### src/hw/wsc_pkg.sv
// Package: register map, field layouts, defaults and timing for weight conditioning
package wsc_pkg;
  // Register byte offsets
  localparam logic [7:0] OFS_SENS      = 8'h00;
  localparam logic [7:0] OFS_FILTER    = 8'h04;
  localparam logic [7:0] OFS_UPDATE    = 8'h08;
  localparam logic [7:0] OFS_MDELAY    = 8'h0c;
  localparam logic [7:0] OFS_MBAND     = 8'h10;
  localparam logic [7:0] OFS_BLANK     = 8'h14;
  localparam logic [7:0] OFS_ZTDELAY   = 8'h18;
  localparam logic [7:0] OFS_ZTBAND    = 8'h1c;
  localparam logic [7:0] OFS_PBZPCT    = 8'h20;
  localparam logic [7:0] OFS_PUNITS    = 8'h24;
  localparam logic [7:0] OFS_PDEC      = 8'h28;
  localparam logic [7:0] OFS_PCOUNTBY  = 8'h2c;
  localparam logic [7:0] OFS_AUNITS    = 8'h30;
  localparam logic [7:0] OFS_ADEC      = 8'h34;
  localparam logic [7:0] OFS_ACOUNTBY  = 8'h38;
  localparam logic [7:0] OFS_FSWEIGHT  = 8'h3c;
  localparam logic [7:0] OFS_ACCESS    = 8'h40;
  localparam logic [7:0] OFS_CALFN     = 8'h44;
  localparam logic [7:0] OFS_STATUS    = 8'h48;
  localparam logic [7:0] OFS_WEIGHT    = 8'h4c;
  localparam logic [7:0] OFS_ZERO      = 8'h50;
  localparam logic [7:0] OFS_GRADS     = 8'h54;
  // Factory defaults
  localparam logic [7:0]  DEF_SENS     = 8'h03;
  localparam logic [7:0]  DEF_FILTER   = 8'h09;
  localparam logic [7:0]  DEF_UPDATE   = 8'h01;
  localparam logic [7:0]  DEF_MDELAY   = 8'h06;
  localparam logic [7:0]  DEF_MBAND    = 8'h06;
  localparam logic [7:0]  DEF_BLANK    = 8'h00;
  localparam logic [7:0]  DEF_ZTDELAY  = 8'h00;
  localparam logic [7:0]  DEF_ZTBAND   = 8'h0c;
  localparam logic [7:0]  DEF_PBZPCT   = 8'h64;
  localparam logic [7:0]  DEF_PUNITS   = 8'h01;
  localparam logic [7:0]  DEF_PDEC     = 8'h00;
  localparam logic [7:0]  DEF_PCOUNTBY = 8'h01;
  localparam logic [7:0]  DEF_AUNITS   = 8'h02;
  localparam logic [7:0]  DEF_ADEC     = 8'h01;
  localparam logic [7:0]  DEF_ACOUNTBY = 8'h05;
  localparam logic [23:0] DEF_FSWEIGHT = 24'h002710;
  // Limits
  localparam logic [7:0] MAX_SENS    = 8'h04;
  localparam logic [7:0] MAX_FILTER  = 8'h12;
  localparam logic [7:0] MAX_UPDATE  = 8'hc8;
  localparam logic [7:0] MAX_PCT     = 8'h64;
  localparam logic [7:0] MAX_UNITS   = 8'h08;
  localparam logic [7:0] MAX_DEC     = 8'h04;
  localparam logic [7:0] MAX_COUNTBY = 8'h64;
  localparam logic [7:0] CAL_FN_LO   = 8'h3c;
  localparam logic [7:0] CAL_FN_HI   = 8'h3f;
  // Access register fields
  localparam int ACC_PW2_BIT    = 0;
  localparam int ACC_UNLOCK_BIT = 1;
  // Status register fields
  localparam int ST_MOTION_BIT  = 0;
  localparam int ST_BLANK_BIT   = 1;
  localparam int ST_ALT_BIT     = 2;
  localparam int ST_LEVEL3_BIT  = 3;
  localparam int ST_CALREF_BIT  = 4;
  localparam int ST_ZREF_BIT    = 5;
  localparam int ST_ZTRACK_BIT  = 6;
  // Gain codes
  localparam logic [7:0] GAIN_200 = 8'hc8;
  localparam logic [7:0] GAIN_100 = 8'h64;
  localparam logic [7:0] GAIN_50  = 8'h32;
  localparam logic [7:0] GAIN_25  = 8'h19;
  // Zero tracking step is 1/30 display digit
  localparam int ZT_FRAC_DEN = 30;
  // Timing
  localparam int  CLK_HZ          = 200_000_000;
  localparam real TENTH_SEC       = 0.1;
  localparam int  TENTH_CYCLES    = int'(TENTH_SEC * CLK_HZ);
  // Display output bundle
  typedef struct packed {
    logic [23:0] weight;
    logic        blank;
    logic        alt_units;
    logic [3:0]  units;
    logic [2:0]  dec_pos;
    logic [7:0]  count_by;
  } disp_t;
endpackage

### src/hw/weight_signal_conditioning.sv
// Weight signal conditioning: filter, pacing, motion, zero tracking, units and APB registers
//
// The implementer's own choices: the APB interface to the registers and the address map.
`timescale 1ns/10ps
module weight_signal_conditioning
  import wsc_pkg::*;
#(
  parameter int          W           = 24,
  parameter int unsigned TENTH_COUNT = TENTH_CYCLES
) (
  // APB slave
  input  wire logic                pclk,
  input  wire logic                presetn,
  input  wire logic                psel,
  input  wire logic                penable,
  input  wire logic                pwrite,
  input  wire logic [7:0]          paddr,
  input  wire logic [31:0]         pwdata,
  output logic      [31:0]         prdata,
  output logic                     pready,
  output logic                     pslverr,
  // A/D front end
  input  wire logic                adc_valid,
  input  wire logic [W-1:0]        adc_data,
  output logic      [7:0]          adc_gain,
  // Keypad and lock switch
  input  wire logic                zero_key,
  input  wire logic                units_key,
  input  wire logic                lock_unlocked,
  // Display and status
  output wsc_pkg::disp_t           disp,
  output logic                     motion,
  output logic                     cal_start
);
  import wsc_pkg::*;

  typedef enum logic [1:0] {IDLE, DIVIDE, DONE} div_state_t;

  // Settings
  logic [7:0]   sens_q, filter_q, update_q, mdelay_q, mband_q, blank_q, ztdelay_q, ztband_q;
  logic [7:0]   pbzpct_q, punits_q, pdec_q, pcountby_q, aunits_q, adec_q, acountby_q;
  logic [W-1:0] fsweight_q;
  logic         pw2_q;
  logic         level3;
  // Datapath state
  logic [W+4:0] filt_q;
  logic [W-1:0] zero_q, sample_q, prev_q;
  logic [4:0]   zt_frac_q;
  logic [7:0]   zt_cnt_q;
  logic         alt_q, motion_q, moving_q, zt_active_q, upd_pulse_q;
  logic [31:0]  tick_q;
  logic [7:0]   tenth_q, mstable_q;
  logic [W-1:0] grads_q, div_rem_q, quot_q;
  logic [4:0]   div_bit_q;
  div_state_t   div_state_q;
  logic         apb_wr, apb_rd;

  // Saturating clamp of a write to a setting's maximum
  function automatic logic [7:0] clamp(input logic [31:0] v, input logic [7:0] mx);
    clamp = (v > 32'(mx)) ? mx : v[7:0];
  endfunction

  // Absolute difference of two weights
  function automatic logic [W-1:0] absdiff(input logic [W-1:0] a, input logic [W-1:0] b);
    absdiff = ($signed(a) > $signed(b)) ? a - b : b - a;
  endfunction

  ////////////////////////////////////////////////////////////////////////////
  // APB access, zero wait states
  assign apb_wr = psel && penable && pwrite;
  assign apb_rd = psel && !penable && !pwrite;
  assign level3 = pw2_q && lock_unlocked;

  // Settings registers with factory defaults
  always_ff @(posedge pclk or negedge presetn) begin
    if (!presetn) begin
      sens_q     <= DEF_SENS;
      filter_q   <= DEF_FILTER;
      update_q   <= DEF_UPDATE;
      mdelay_q   <= DEF_MDELAY;
      mband_q    <= DEF_MBAND;
      blank_q    <= DEF_BLANK;
      ztdelay_q  <= DEF_ZTDELAY;
      ztband_q   <= DEF_ZTBAND;
      pbzpct_q   <= DEF_PBZPCT;
      punits_q   <= DEF_PUNITS;
      pdec_q     <= DEF_PDEC;
      pcountby_q <= DEF_PCOUNTBY;
      aunits_q   <= DEF_AUNITS;
      adec_q     <= DEF_ADEC;
      acountby_q <= DEF_ACOUNTBY;
      fsweight_q <= W'(DEF_FSWEIGHT);
      pw2_q      <= 1'b0;
    end else if (apb_wr) begin
      case (paddr)
        OFS_SENS:     sens_q     <= clamp(pwdata, MAX_SENS);
        OFS_FILTER:   filter_q   <= clamp(pwdata, MAX_FILTER);
        OFS_UPDATE:   update_q   <= (pwdata == 32'h0) ? 8'h01 : clamp(pwdata, MAX_UPDATE);
        OFS_MDELAY:   mdelay_q   <= pwdata[7:0];
        OFS_MBAND:    mband_q    <= pwdata[7:0];
        OFS_BLANK:    blank_q    <= {7'h0, pwdata[0]};
        OFS_ZTDELAY:  ztdelay_q  <= pwdata[7:0];
        OFS_ZTBAND:   ztband_q   <= pwdata[7:0];
        OFS_PBZPCT:   pbzpct_q   <= (pwdata == 32'h0) ? 8'h01 : clamp(pwdata, MAX_PCT);
        OFS_PUNITS:   punits_q   <= clamp(pwdata, MAX_UNITS);
        OFS_PDEC:     pdec_q     <= clamp(pwdata, MAX_DEC);
        OFS_PCOUNTBY: pcountby_q <= (pwdata == 32'h0) ? 8'h01 : clamp(pwdata, MAX_COUNTBY);
        OFS_AUNITS:   aunits_q   <= clamp(pwdata, MAX_UNITS);
        OFS_ADEC:     adec_q     <= clamp(pwdata, MAX_DEC);
        OFS_ACOUNTBY: acountby_q <= (pwdata == 32'h0) ? 8'h01 : clamp(pwdata, MAX_COUNTBY);
        OFS_FSWEIGHT: fsweight_q <= pwdata[W-1:0];
        OFS_ACCESS:   pw2_q      <= pwdata[ACC_PW2_BIT];
        default:      pw2_q      <= pw2_q;
      endcase
    end
  end

  // Read mux and response
  always_ff @(posedge pclk or negedge presetn) begin
    if (!presetn) begin
      prdata  <= 32'h0;
      pready  <= 1'b0;
      pslverr <= 1'b0;
    end else begin
      pready  <= psel && !penable;
      pslverr <= psel && !penable && (paddr > OFS_GRADS || paddr[1:0] != 2'b00 ||
                 (pwrite && paddr > OFS_CALFN));
      if (apb_rd) begin
        case (paddr)
          OFS_SENS:     prdata <= {24'h0, sens_q};
          OFS_FILTER:   prdata <= {24'h0, filter_q};
          OFS_UPDATE:   prdata <= {24'h0, update_q};
          OFS_MDELAY:   prdata <= {24'h0, mdelay_q};
          OFS_MBAND:    prdata <= {24'h0, mband_q};
          OFS_BLANK:    prdata <= {24'h0, blank_q};
          OFS_ZTDELAY:  prdata <= {24'h0, ztdelay_q};
          OFS_ZTBAND:   prdata <= {24'h0, ztband_q};
          OFS_PBZPCT:   prdata <= {24'h0, pbzpct_q};
          OFS_PUNITS:   prdata <= {24'h0, punits_q};
          OFS_PDEC:     prdata <= {24'h0, pdec_q};
          OFS_PCOUNTBY: prdata <= {24'h0, pcountby_q};
          OFS_AUNITS:   prdata <= {24'h0, aunits_q};
          OFS_ADEC:     prdata <= {24'h0, adec_q};
          OFS_ACOUNTBY: prdata <= {24'h0, acountby_q};
          OFS_FSWEIGHT: prdata <= 32'(fsweight_q);
          OFS_ACCESS:   prdata <= {30'h0, lock_unlocked, pw2_q};
          OFS_STATUS:   prdata <= {25'h0, zt_active_q, 1'b0, cal_start, level3,
                                   alt_q, disp.blank, motion_q};
          OFS_WEIGHT:   prdata <= 32'($signed(sample_q));
          OFS_ZERO:     prdata <= 32'($signed(zero_q));
          OFS_GRADS:    prdata <= 32'(grads_q);
          default:      prdata <= 32'h0;
        endcase
      end
    end
  end

  // Calibration launch, only with level 3 access
  always_ff @(posedge pclk or negedge presetn) begin
    if (!presetn) begin
      cal_start <= 1'b0;
    end else begin
      cal_start <= apb_wr && paddr == OFS_CALFN && level3 &&
                   pwdata[7:0] >= CAL_FN_LO && pwdata[7:0] <= CAL_FN_HI;
    end
  end

  ////////////////////////////////////////////////////////////////////////////
  // Gain selection
  always_ff @(posedge pclk or negedge presetn) begin
    if (!presetn) begin
      adc_gain <= GAIN_50;
    end else begin
      case (sens_q)
        8'h00:         adc_gain <= GAIN_200;
        8'h01, 8'h02:  adc_gain <= GAIN_100;
        8'h03:         adc_gain <= GAIN_50;
        default:       adc_gain <= GAIN_25;
      endcase
    end
  end

  // Recursive filter: shift of filter/3 rounded up, plus 1, gives a doubling settle per 3 steps
  logic [2:0] fshift;
  assign fshift = 3'((filter_q + 8'h2) / 8'h3);
  logic signed [W+4:0] fdiff;
  assign fdiff = $signed(((W+5)'($signed(adc_data)) <<< 5) - filt_q);
  always_ff @(posedge pclk or negedge presetn) begin
    if (!presetn) begin
      filt_q <= '0;
    end else if (adc_valid) begin
      if (filter_q == 8'h0) begin
        filt_q <= (W+5)'($signed(adc_data)) <<< 5;
      end else begin
        filt_q <= filt_q + (W+5)'(fdiff >>> (fshift + 3'h1));
      end
    end
  end

  // Display update pacing in tenths of a second
  always_ff @(posedge pclk or negedge presetn) begin
    if (!presetn) begin
      tick_q      <= 32'h0;
      tenth_q     <= 8'h0;
      upd_pulse_q <= 1'b0;
    end else begin
      upd_pulse_q <= 1'b0;
      if (tick_q >= 32'(TENTH_COUNT - 1)) begin
        tick_q <= 32'h0;
        if (tenth_q + 8'h1 >= update_q) begin
          tenth_q     <= 8'h0;
          upd_pulse_q <= 1'b1;
        end else begin
          tenth_q <= tenth_q + 8'h1;
        end
      end else begin
        tick_q <= tick_q + 32'h1;
      end
    end
  end

  // Sample capture at update rate, net of zero
  always_ff @(posedge pclk or negedge presetn) begin
    if (!presetn) begin
      sample_q <= '0;
      prev_q   <= '0;
    end else if (upd_pulse_q) begin
      prev_q   <= sample_q;
      sample_q <= W'($signed(filt_q) >>> 5) - zero_q;
    end
  end

  // Motion detection with band in quarter divisions and stable delay
  logic [W+1:0] delta4, mband_w;
  assign delta4  = {absdiff(sample_q, prev_q), 2'b00};
  assign mband_w = (W+2)'(mband_q) * (W+2)'(pcountby_q);
  always_ff @(posedge pclk or negedge presetn) begin
    if (!presetn) begin
      moving_q  <= 1'b0;
      motion_q  <= 1'b0;
      mstable_q <= 8'h0;
    end else if (mdelay_q == 8'h0) begin
      moving_q  <= 1'b0;
      motion_q  <= 1'b0;
      mstable_q <= 8'h0;
    end else begin
      if (upd_pulse_q) begin
        moving_q <= delta4 > mband_w;
      end
      if (moving_q) begin
        motion_q  <= 1'b1;
        mstable_q <= 8'h0;
      end else if (tick_q == 32'h0 && motion_q) begin
        if (mstable_q >= mdelay_q) begin
          motion_q <= 1'b0;
        end else begin
          mstable_q <= mstable_q + 8'h1;
        end
      end
    end
  end

  ////////////////////////////////////////////////////////////////////////////
  // Zero tracking and push-button zero
  logic [W+1:0] abs4, ztband_w;
  logic [W+6:0] lim100, pct_w;
  assign abs4     = {absdiff(sample_q, '0), 2'b00};
  assign ztband_w = (W+2)'(ztband_q) * (W+2)'(pcountby_q);
  assign lim100   = (W+7)'(absdiff(sample_q, '0)) * (W+7)'(MAX_PCT);
  assign pct_w    = (W+7)'(fsweight_q) * (W+7)'(pbzpct_q);
  always_ff @(posedge pclk or negedge presetn) begin
    if (!presetn) begin
      zero_q      <= '0;
      zt_frac_q   <= 5'h0;
      zt_cnt_q    <= 8'h0;
      zt_active_q <= 1'b0;
    end else begin
      zt_active_q <= ztband_q != 8'h0 && !motion_q && abs4 <= ztband_w;
      if (zero_key && lim100 <= pct_w) begin
        zero_q <= zero_q + sample_q;
        zt_cnt_q <= 8'h0;
      end else if (adc_valid && zt_active_q) begin
        if (zt_cnt_q >= ztdelay_q) begin
          zt_cnt_q <= 8'h0;
          if (zt_frac_q >= 5'(ZT_FRAC_DEN - 1)) begin
            zt_frac_q <= 5'h0;
            zero_q <= $signed(sample_q) > 0 ? zero_q + W'(pcountby_q)
                    : ($signed(sample_q) < 0 ? zero_q - W'(pcountby_q) : zero_q);
          end else begin
            zt_frac_q <= zt_frac_q + 5'h1;
          end
        end else begin
          zt_cnt_q <= zt_cnt_q + 8'h1;
        end
      end
    end
  end

  // Units toggle
  always_ff @(posedge pclk or negedge presetn) begin
    if (!presetn) begin
      alt_q <= 1'b0;
    end else if (units_key) begin
      alt_q <= !alt_q;
    end
  end

  // Full-scale graduations by restoring division
  always_ff @(posedge pclk or negedge presetn) begin
    if (!presetn) begin
      grads_q     <= '0;
      quot_q      <= '0;
      div_rem_q   <= '0;
      div_bit_q   <= 5'h0;
      div_state_q <= IDLE;
    end else begin
      case (div_state_q)
        IDLE: begin
          div_rem_q   <= '0;
          quot_q      <= fsweight_q;
          div_bit_q   <= 5'(W - 1);
          div_state_q <= DIVIDE;
        end
        DIVIDE: begin
          if ({div_rem_q[W-2:0], quot_q[W-1]} >= W'(pcountby_q)) begin
            div_rem_q <= {div_rem_q[W-2:0], quot_q[W-1]} - W'(pcountby_q);
            quot_q    <= {quot_q[W-2:0], 1'b1};
          end else begin
            div_rem_q <= {div_rem_q[W-2:0], quot_q[W-1]};
            quot_q    <= {quot_q[W-2:0], 1'b0};
          end
          if (div_bit_q == 5'h0) begin
            div_state_q <= DONE;
          end else begin
            div_bit_q <= div_bit_q - 5'h1;
          end
        end
        DONE: begin
          grads_q     <= quot_q;
          div_state_q <= IDLE;
        end
        default: div_state_q <= IDLE;
      endcase
    end
  end

  // Display output
  always_ff @(posedge pclk or negedge presetn) begin
    if (!presetn) begin
      disp   <= '0;
      motion <= 1'b0;
    end else begin
      motion         <= motion_q;
      disp.weight    <= 24'($signed(sample_q));
      disp.blank     <= blank_q[0] && motion_q;
      disp.alt_units <= alt_q;
      disp.units     <= alt_q ? aunits_q[3:0] : punits_q[3:0];
      disp.dec_pos   <= alt_q ? adec_q[2:0] : pdec_q[2:0];
      disp.count_by  <= alt_q ? acountby_q : pcountby_q;
    end
  end
endmodule

### config.mk
export PLATFORM = sky130hd
export DESIGN_NAME = weight_signal_conditioning
export DESIGN_NICKNAME = d
export VERILOG_FILES = /design/src/hw/wsc_pkg.sv /design/src/hw/weight_signal_conditioning.sv
export SDC_FILE = /design/constraint.sdc
export NUM_CORES = 2
export LEC_CHECK = 0
export BUFFER_PORTS_ARGS = -buffer_cell sky130_fd_sc_hd__buf_4
export CAP_MARGIN = 20
export CELL_PAD_IN_SITES_DETAIL_PLACEMENT = 0
export CELL_PAD_IN_SITES_GLOBAL_PLACEMENT = 1
export CORE_AREA = 2 2 269 377
export CTS_BUF_LIST = sky130_fd_sc_hd__clkbuf_4
export DETAILED_ROUTE_END_ITERATION = 6
export DIE_AREA = 0 0 271 379
export GPL_TIMING_DRIVEN = 0
export PLACE_DENSITY_LB_ADDON = 0.1
export SETUP_SLACK_MARGIN = 0.3
export SYNTH_ARGS = -nofsm -noshare
export SYNTH_HDL_FRONTEND = slang
export SYNTH_SLANG_ARGS = --single-unit
### constraint.sdc
create_clock -name pclk -period 10.9 [get_ports pclk]
set_clock_uncertainty 0.1 [all_clocks]
set_input_delay 0.545 -clock pclk [delete_from_list [all_inputs] [get_ports pclk]]
set_output_delay 0.545 -clock pclk [all_outputs]
set_load 0.005 [all_outputs]
# After elaboration in Yosys (flattened, before gate mapping)
# Index checks and enable logic that the tools add are counted.
[classes] shift=1 n_bitwise=1 multipliers=4 n_addsub=18 eq_ne=29 mux=47 order_cmp=22 div=1 reduce_logical=64
[ops] cell="case mux 32 bit (21 select lines)" n=1
[ops] cell="2-to-1 mux 24 bit" n=8
[ops] cell="2-to-1 mux 8 bit" n=16
[ops] cell="subtractor 24 bit" n=3
[ops] cell="equality test 8 x 6 -> 1 bit, second input constant" n=8
[ops] cell="zero test 32 bit" n=2
[ops] cell="equality test 8 x 7 -> 1 bit, second input constant" n=6
[ops] cell="greater-than comparator 24 x 1 -> 1 bit, second input constant" n=2
[ops] cell="case mux 24 bit (2 select lines)" n=1
[ops] cell="case mux 23 bit (2 select lines)" n=1
[ops] cell="AND reduction 2 bit" n=20
[ops] cell="adder 32 x 1 -> 32 bit, second input constant" n=1
[ops] cell="equality test 8 x 5 -> 1 bit, second input constant" n=4
[ops] cell=">= comparator 32 x 25 -> 1 bit, second input constant" n=1
[ops] cell="greater-than comparator 32 x 3 -> 1 bit, second input constant" n=1
[ops] cell="greater-than comparator 32 x 4 -> 1 bit, second input constant" n=1
[ops] cell="greater-than comparator 32 x 5 -> 1 bit, second input constant" n=1
[ops] cell="greater-than comparator 32 x 7 -> 1 bit, second input constant" n=1
[ops] cell="greater-than comparator 32 x 8 -> 1 bit, second input constant" n=1
[ops] cell="zero test 8 bit" n=4
[ops] cell="multiplier 8 x 8 -> 16 bit" n=2
[ops] cell="2-to-1 mux 32 bit" n=1
[ops] cell="<= comparator 31 bit" n=1
[ops] cell="multiplier 24 x 8 -> 31 bit" n=1
[ops] cell="other kinds (55)" n=99
[word_totals] output_inout_bits=85 input_bits=73 ff_bits=468 word_cells=235

# Depth between registers and ports, before layout
[depth] ltp_word=7 depth_mapped=49 mapped_depth_nobuf=47

# Least setup slack after synthesis
# Ideal clock, no wire load.
[synth_timing] kind="reg-to-reg" startpoint="register sample_q[16]" endpoint="register zero_q[22]" setup_slack_ns=0.037 arrival_ns=10.607 stages_incl_launch_ff=47 setup_time_ns=0.156 required_ns=10.644 synth_period_minus_slack_ns=10.863 cell_sequence="dfrtp_1 -> or4_1 -> or4_1 -> o41ai_4 -> clkbuf_1 -> o31ai_1 -> xnor2_1 -> ha_1 -> ha_1 -> inv_1 -> fa_1 -> inv_1 -> ha_1 -> nor2b_1 -> o21a_1 -> o21ai_0 -> a21oi_1 -> o21bai_1 -> (+11 left out) -> a31oi_1 -> clkbuf_1 -> clkbuf_1 -> nand2_1 -> o21ai_0 -> ha_1 -> a21o_1 -> a21oi_1 -> o21ai_0 -> a21oi_1 -> o21bai_1 -> a2111oi_0 -> nor3_1 -> o41ai_1 -> a21oi_1 -> a21oi_1 -> xor2_1 -> mux2i_1"
[synth_between] elab_chain_len=7
[synth_lines] element="from (decl)" line="weight_signal_conditioning.sv:47" rtl="logic [W-1:0] zero_q, sample_q, prev_q;"
[synth_lines] element="from (signal assigned)" line="weight_signal_conditioning.sv:229" rtl="sample_q <= W'($signed(filt_q) >>> 5) - zero_q;"
[synth_lines] element="subtractor 1 x 24 -> 24 bit / greater-than comparator 24 x 1 -> 1 bit (equally long branches)" line="weight_signal_conditioning.sv:65, weight_signal_conditioning.sv:287"
[synth_lines] element="2-to-1 mux 24 bit" line="weight_signal_conditioning.sv:65" rtl="absdiff = ($signed(a) > $signed(b)) ? a - b : b - a;"
[synth_lines] element="multiplier 24 x 5 -> 29 bit" line="weight_signal_conditioning.sv:269" rtl="assign lim100 = (W+7)'(absdiff(sample_q, '0)) * (W+7)'(MAX_PCT);"
[synth_lines] element="<= comparator 31 bit" line="weight_signal_conditioning.sv:279" rtl="if (zero_key && lim100 <= pct_w) begin"
[synth_lines] element="logical AND 1 bit" line="weight_signal_conditioning.sv:279"
[synth_lines] element="nonzero test 3 bit (no line) / nonzero test 2 bit (equally long branches)"
[synth_lines] element="AND reduction 4 bit (no line)"
[synth_lines] element="to (signal assigned)" line="weight_signal_conditioning.sv:280" rtl="zero_q <= zero_q + sample_q;"
[synth_lines] element="to (signal assigned)" line="weight_signal_conditioning.sv:287" rtl="zero_q <= $signed(sample_q) > 0 ? zero_q + W'(pcountby_q)"
[synth_lines] element="to (decl)" line="weight_signal_conditioning.sv:47"
# Several ways; a longest one is shown, not always the timed one. The select of a mux whose other input is x is not followed.
# A chain may end at the register's enable or synchronous reset.

# Worst setup path after layout
[layout_timing] startpoint="register sample_q[6]" endpoint="register zero_q[22]"
# Same word-level chain as after synthesis.

==> impl_results.md <==
* Syn_area_per_cell at 8.74 um2
* CP Data Arrival Time at 11.60 ns
* Clock sink count at 461
* Max Slew Vio Count at 0
* Register bit total from synthesis at 461
* Worst hold slack at 0.0919 ns
* Htree depth at 3
* Final Hold Vio Count at 0
* Largest net degree at the start of global routing at 111
* Period utilization at 99.1%
* Total number of vias at 38,700
* Setup violators final at 0
* Synth top area cells: dfrtp_1 (24%), ha_1 (13%), fa_1 (10%), nand2_1 (4.8%), inv_1 (4.5%)
* Commonest cells after routing, fill and taps aside: nand2_1 (565), inv_1 (529), ha_1 (449)
* RSZ-0062 raised after global routing: yes
* Clock latency on the worst-skew pair at 1.09 ns
* DR vias/cell at 5.59
* GR Overflow Total at 0
* Vias in the first global route at 39,400
* Placer Congestion at 0.953
* Max incr delay on CP at 0.54 ns
* Async SR Flop Fraction at 100%
* Clock root cell: clkbuf_4
* Yosys cell types at 102
* Die Ht at 379 um
* Post-route antenna net violation count at 0
* Drt pass-1 iters at 7
* Post-layout util at 51.4%
* Global-route wire length before repair at 233 mm
* Non-filler cells in the finished layout at 6,930
* DRC at 11
* Post-synth EDFFs at 0
* Global Route Usage Sum at 29.7%
* 1st-iter DRT viols at 2,537
* CTS max path bufs at 3
* Number of CTS-inserted buffers at 120
* Layout cell share with drive strength beyond 1 at 14.0%
* Cells after DPL at 6,563
* Most common cell after layout, fill and taps aside: nand2_1
* Crit. End Element: flop
* Initial antenna violation count at 8
* Design Area, Final at 51,000 um2
* Worst-path maximum fanout at 5
* Tmin final at 10.80 ns
* WP data required at 11.70 ns
* Die width at 271 um
* Die area at 103,000 um2
* Fmax at 92.6 MHz
* Initial core utilization at 44.6%
* Max-cap viol count at 0
* Synth area leader: dfrtp_1
* Max-slew headroom at 18.7%
* Worst-Margin Slew at 1.22 ns
* CORE AREA at 99,200 um2
* Mapped cell area at 44,300 um2
* Status: finished, violations left
* Worst path slowest cell: or4_4
* # IOs at 158
* PortBufs at 154
* Yosys warnings at 0
* Wire per inst at 22.1 um
* Post-Place Cell Area at 47,300 um2
* Hold Path Class: in2reg
* Post-synthesis sequential area ratio at 26.1%
* Failing checks: design-rule violations
* NumNets Final at 6,256
* Post-synth top area share at 24.5%
* Clk pin slew, worst setup/hold paths at 0.07 ns
* Worst path most repeated cell: a21oi_2
* Final WL at 153 mm
* Post-DP HPWL at 122 mm
* CTS tree: done
* FP Rows at 137
* Most used DFF post-synth: dfrtp_1
* Kind of launch point of the worst setup path: flop
* Filler Cells Inserted at 9,677
* Synth-to-Final Area Change at 15.2%
* Syn Inst Count at 5,069
* Crit path kind: reg2reg
==> per-stage QoR <==
step / setup WS (ns) / TNS, ns
floorplan: 0.323 / 0
global placement: -3.82 / -68.51
detailed placement: -3.85 / -72.60
CTS: 0.174 / 0
global route: -0.304 / -0.747
finish: 0.103 / 0
==> path summary, 6_finish.rpt <==
| kind | startpoint | slack (ns) | to | cells after the start |
|---|---|---|---|---|
| worst max-delay path | sample_q[6] | 0.10 | zero_q[22] | 50 |
| worst min-delay path | pwrite | 0.09 | blank_q[0] | 4 |
| worst max register to register | sample_q[6] | 0.10 | zero_q[22] | 50 |
| worst min register to register | alt_q | 0.30 | disp[15] | 0 |
| max in group asynchronous | presetn | 9.14 | punits_q[0] | 5 |
| min in group asynchronous | presetn | 0.55 | prdata[4] | 4 |
==> cell families (layout without fill, tap and decap cells) <==
family,Yosys count,in the layout,share of synthesized area [%]
compound gates,1157,1157,17.0
xor+xnor,274,274,5.42
fa+ha+maj,684,684,23.2
buf+inv,780,1308,6.85
flops,461,461,26.1
mux,191,191,4.81
other cells,1,14,0.00846
simple gates,1521,1521,16.7
==> synthesized netlist by cell type, types with 16 or more instances <==
| cell | number |
|---|---|
| ha_1 | 456 |
| dfstp_2 | 28 |
| fa_1 | 228 |
| o21a_1 | 37 |
| or3_1 | 24 |
| inv_1 | 533 |
| nor2_1 | 255 |
| nand4_1 | 46 |
| or2_2 | 19 |
| o21ai_0 | 371 |
| a31oi_1 | 36 |
| dfrtp_1 | 433 |
| nand2b_1 | 49 |
| a221oi_1 | 24 |
| a22oi_1 | 67 |
| and3_1 | 36 |
| xnor2_1 | 184 |
| clkbuf_1 | 202 |
| a21oi_1 | 209 |
| nand2_1 | 568 |
| xor2_1 | 90 |
| nor3_1 | 68 |
| o21bai_1 | 32 |
| o31ai_1 | 23 |
| a21o_1 | 108 |
| and2_1 | 214 |
| a211oi_1 | 24 |
| o22ai_1 | 16 |
| nor4_1 | 34 |
| nor2b_1 | 52 |
| mux2i_1 | 70 |
| mux2_2 | 105 |
| nand3_1 | 97 |
| a22o_1 | 44 |
==> sequential cells by signal, indices dropped and copies added, names as in the netlist, 23 cells and up <==
| register | count |
|---|---|
| grads_q | 24 |
| disp | 41 |
| quot_q | 24 |
| sample_q | 24 |
| zero_q | 24 |
| div_rem_q | 23 |
| prev_q | 24 |
| filt_q | 29 |
| prdata | 25 |
| tick_q | 32 |
| fsweight_q | 24 |
==> critical path: cells and delay by family (launching register included) <==
family	cells	cell delay (ns)
multiplexers	1	0.09
AO/OA/AOI/OAI	25	4.78
XOR/XNOR	3	0.58
flip-flops	1	0.44
AND/OR/NAND/NOR	6	1.42
adder cells (fa/ha/maj)	7	2.11
buffers and inverters	8	1.14
==> cell type report <==
type | instances | area [um2] | area share (%)
tap | 1320 | 1650 | 3.24
clock buffer | 185 | 1390 | 2.72
clock inverter | 41 | 244 | 0.478
antenna | 7 | 17.5 | 0.0343
timing repair buffer | 302 | 2570 | 5.05
buffer | 243 | 1140 | 2.24
sequential | 461 | 11600 | 22.7
inverter | 537 | 2020 | 3.95
multi-input combinational | 3834 | 30400 | 59.6
==> repair_timing <==
action,4_1_cts,5_1_grt
hold buffers,64,0
gates resized for setup,110,104
endpoints found under the setup margin,41,27
hold endpoints to repair,443,0
pin swaps,50,64
buffers inserted,32,37
==> routing by layer <==
layer	up-vias	wire (um)	GRT usage, %
met5	-	41	0
met4	6	8370	15.3
met3	314	6710	3.77
met2	1038	76300	52.7
met1	19000	61400	35.0
li1	18400	-	-
Power is not shown: default switching activity piles up to over one toggle a cycle in this logic, so the estimate is an artifact.
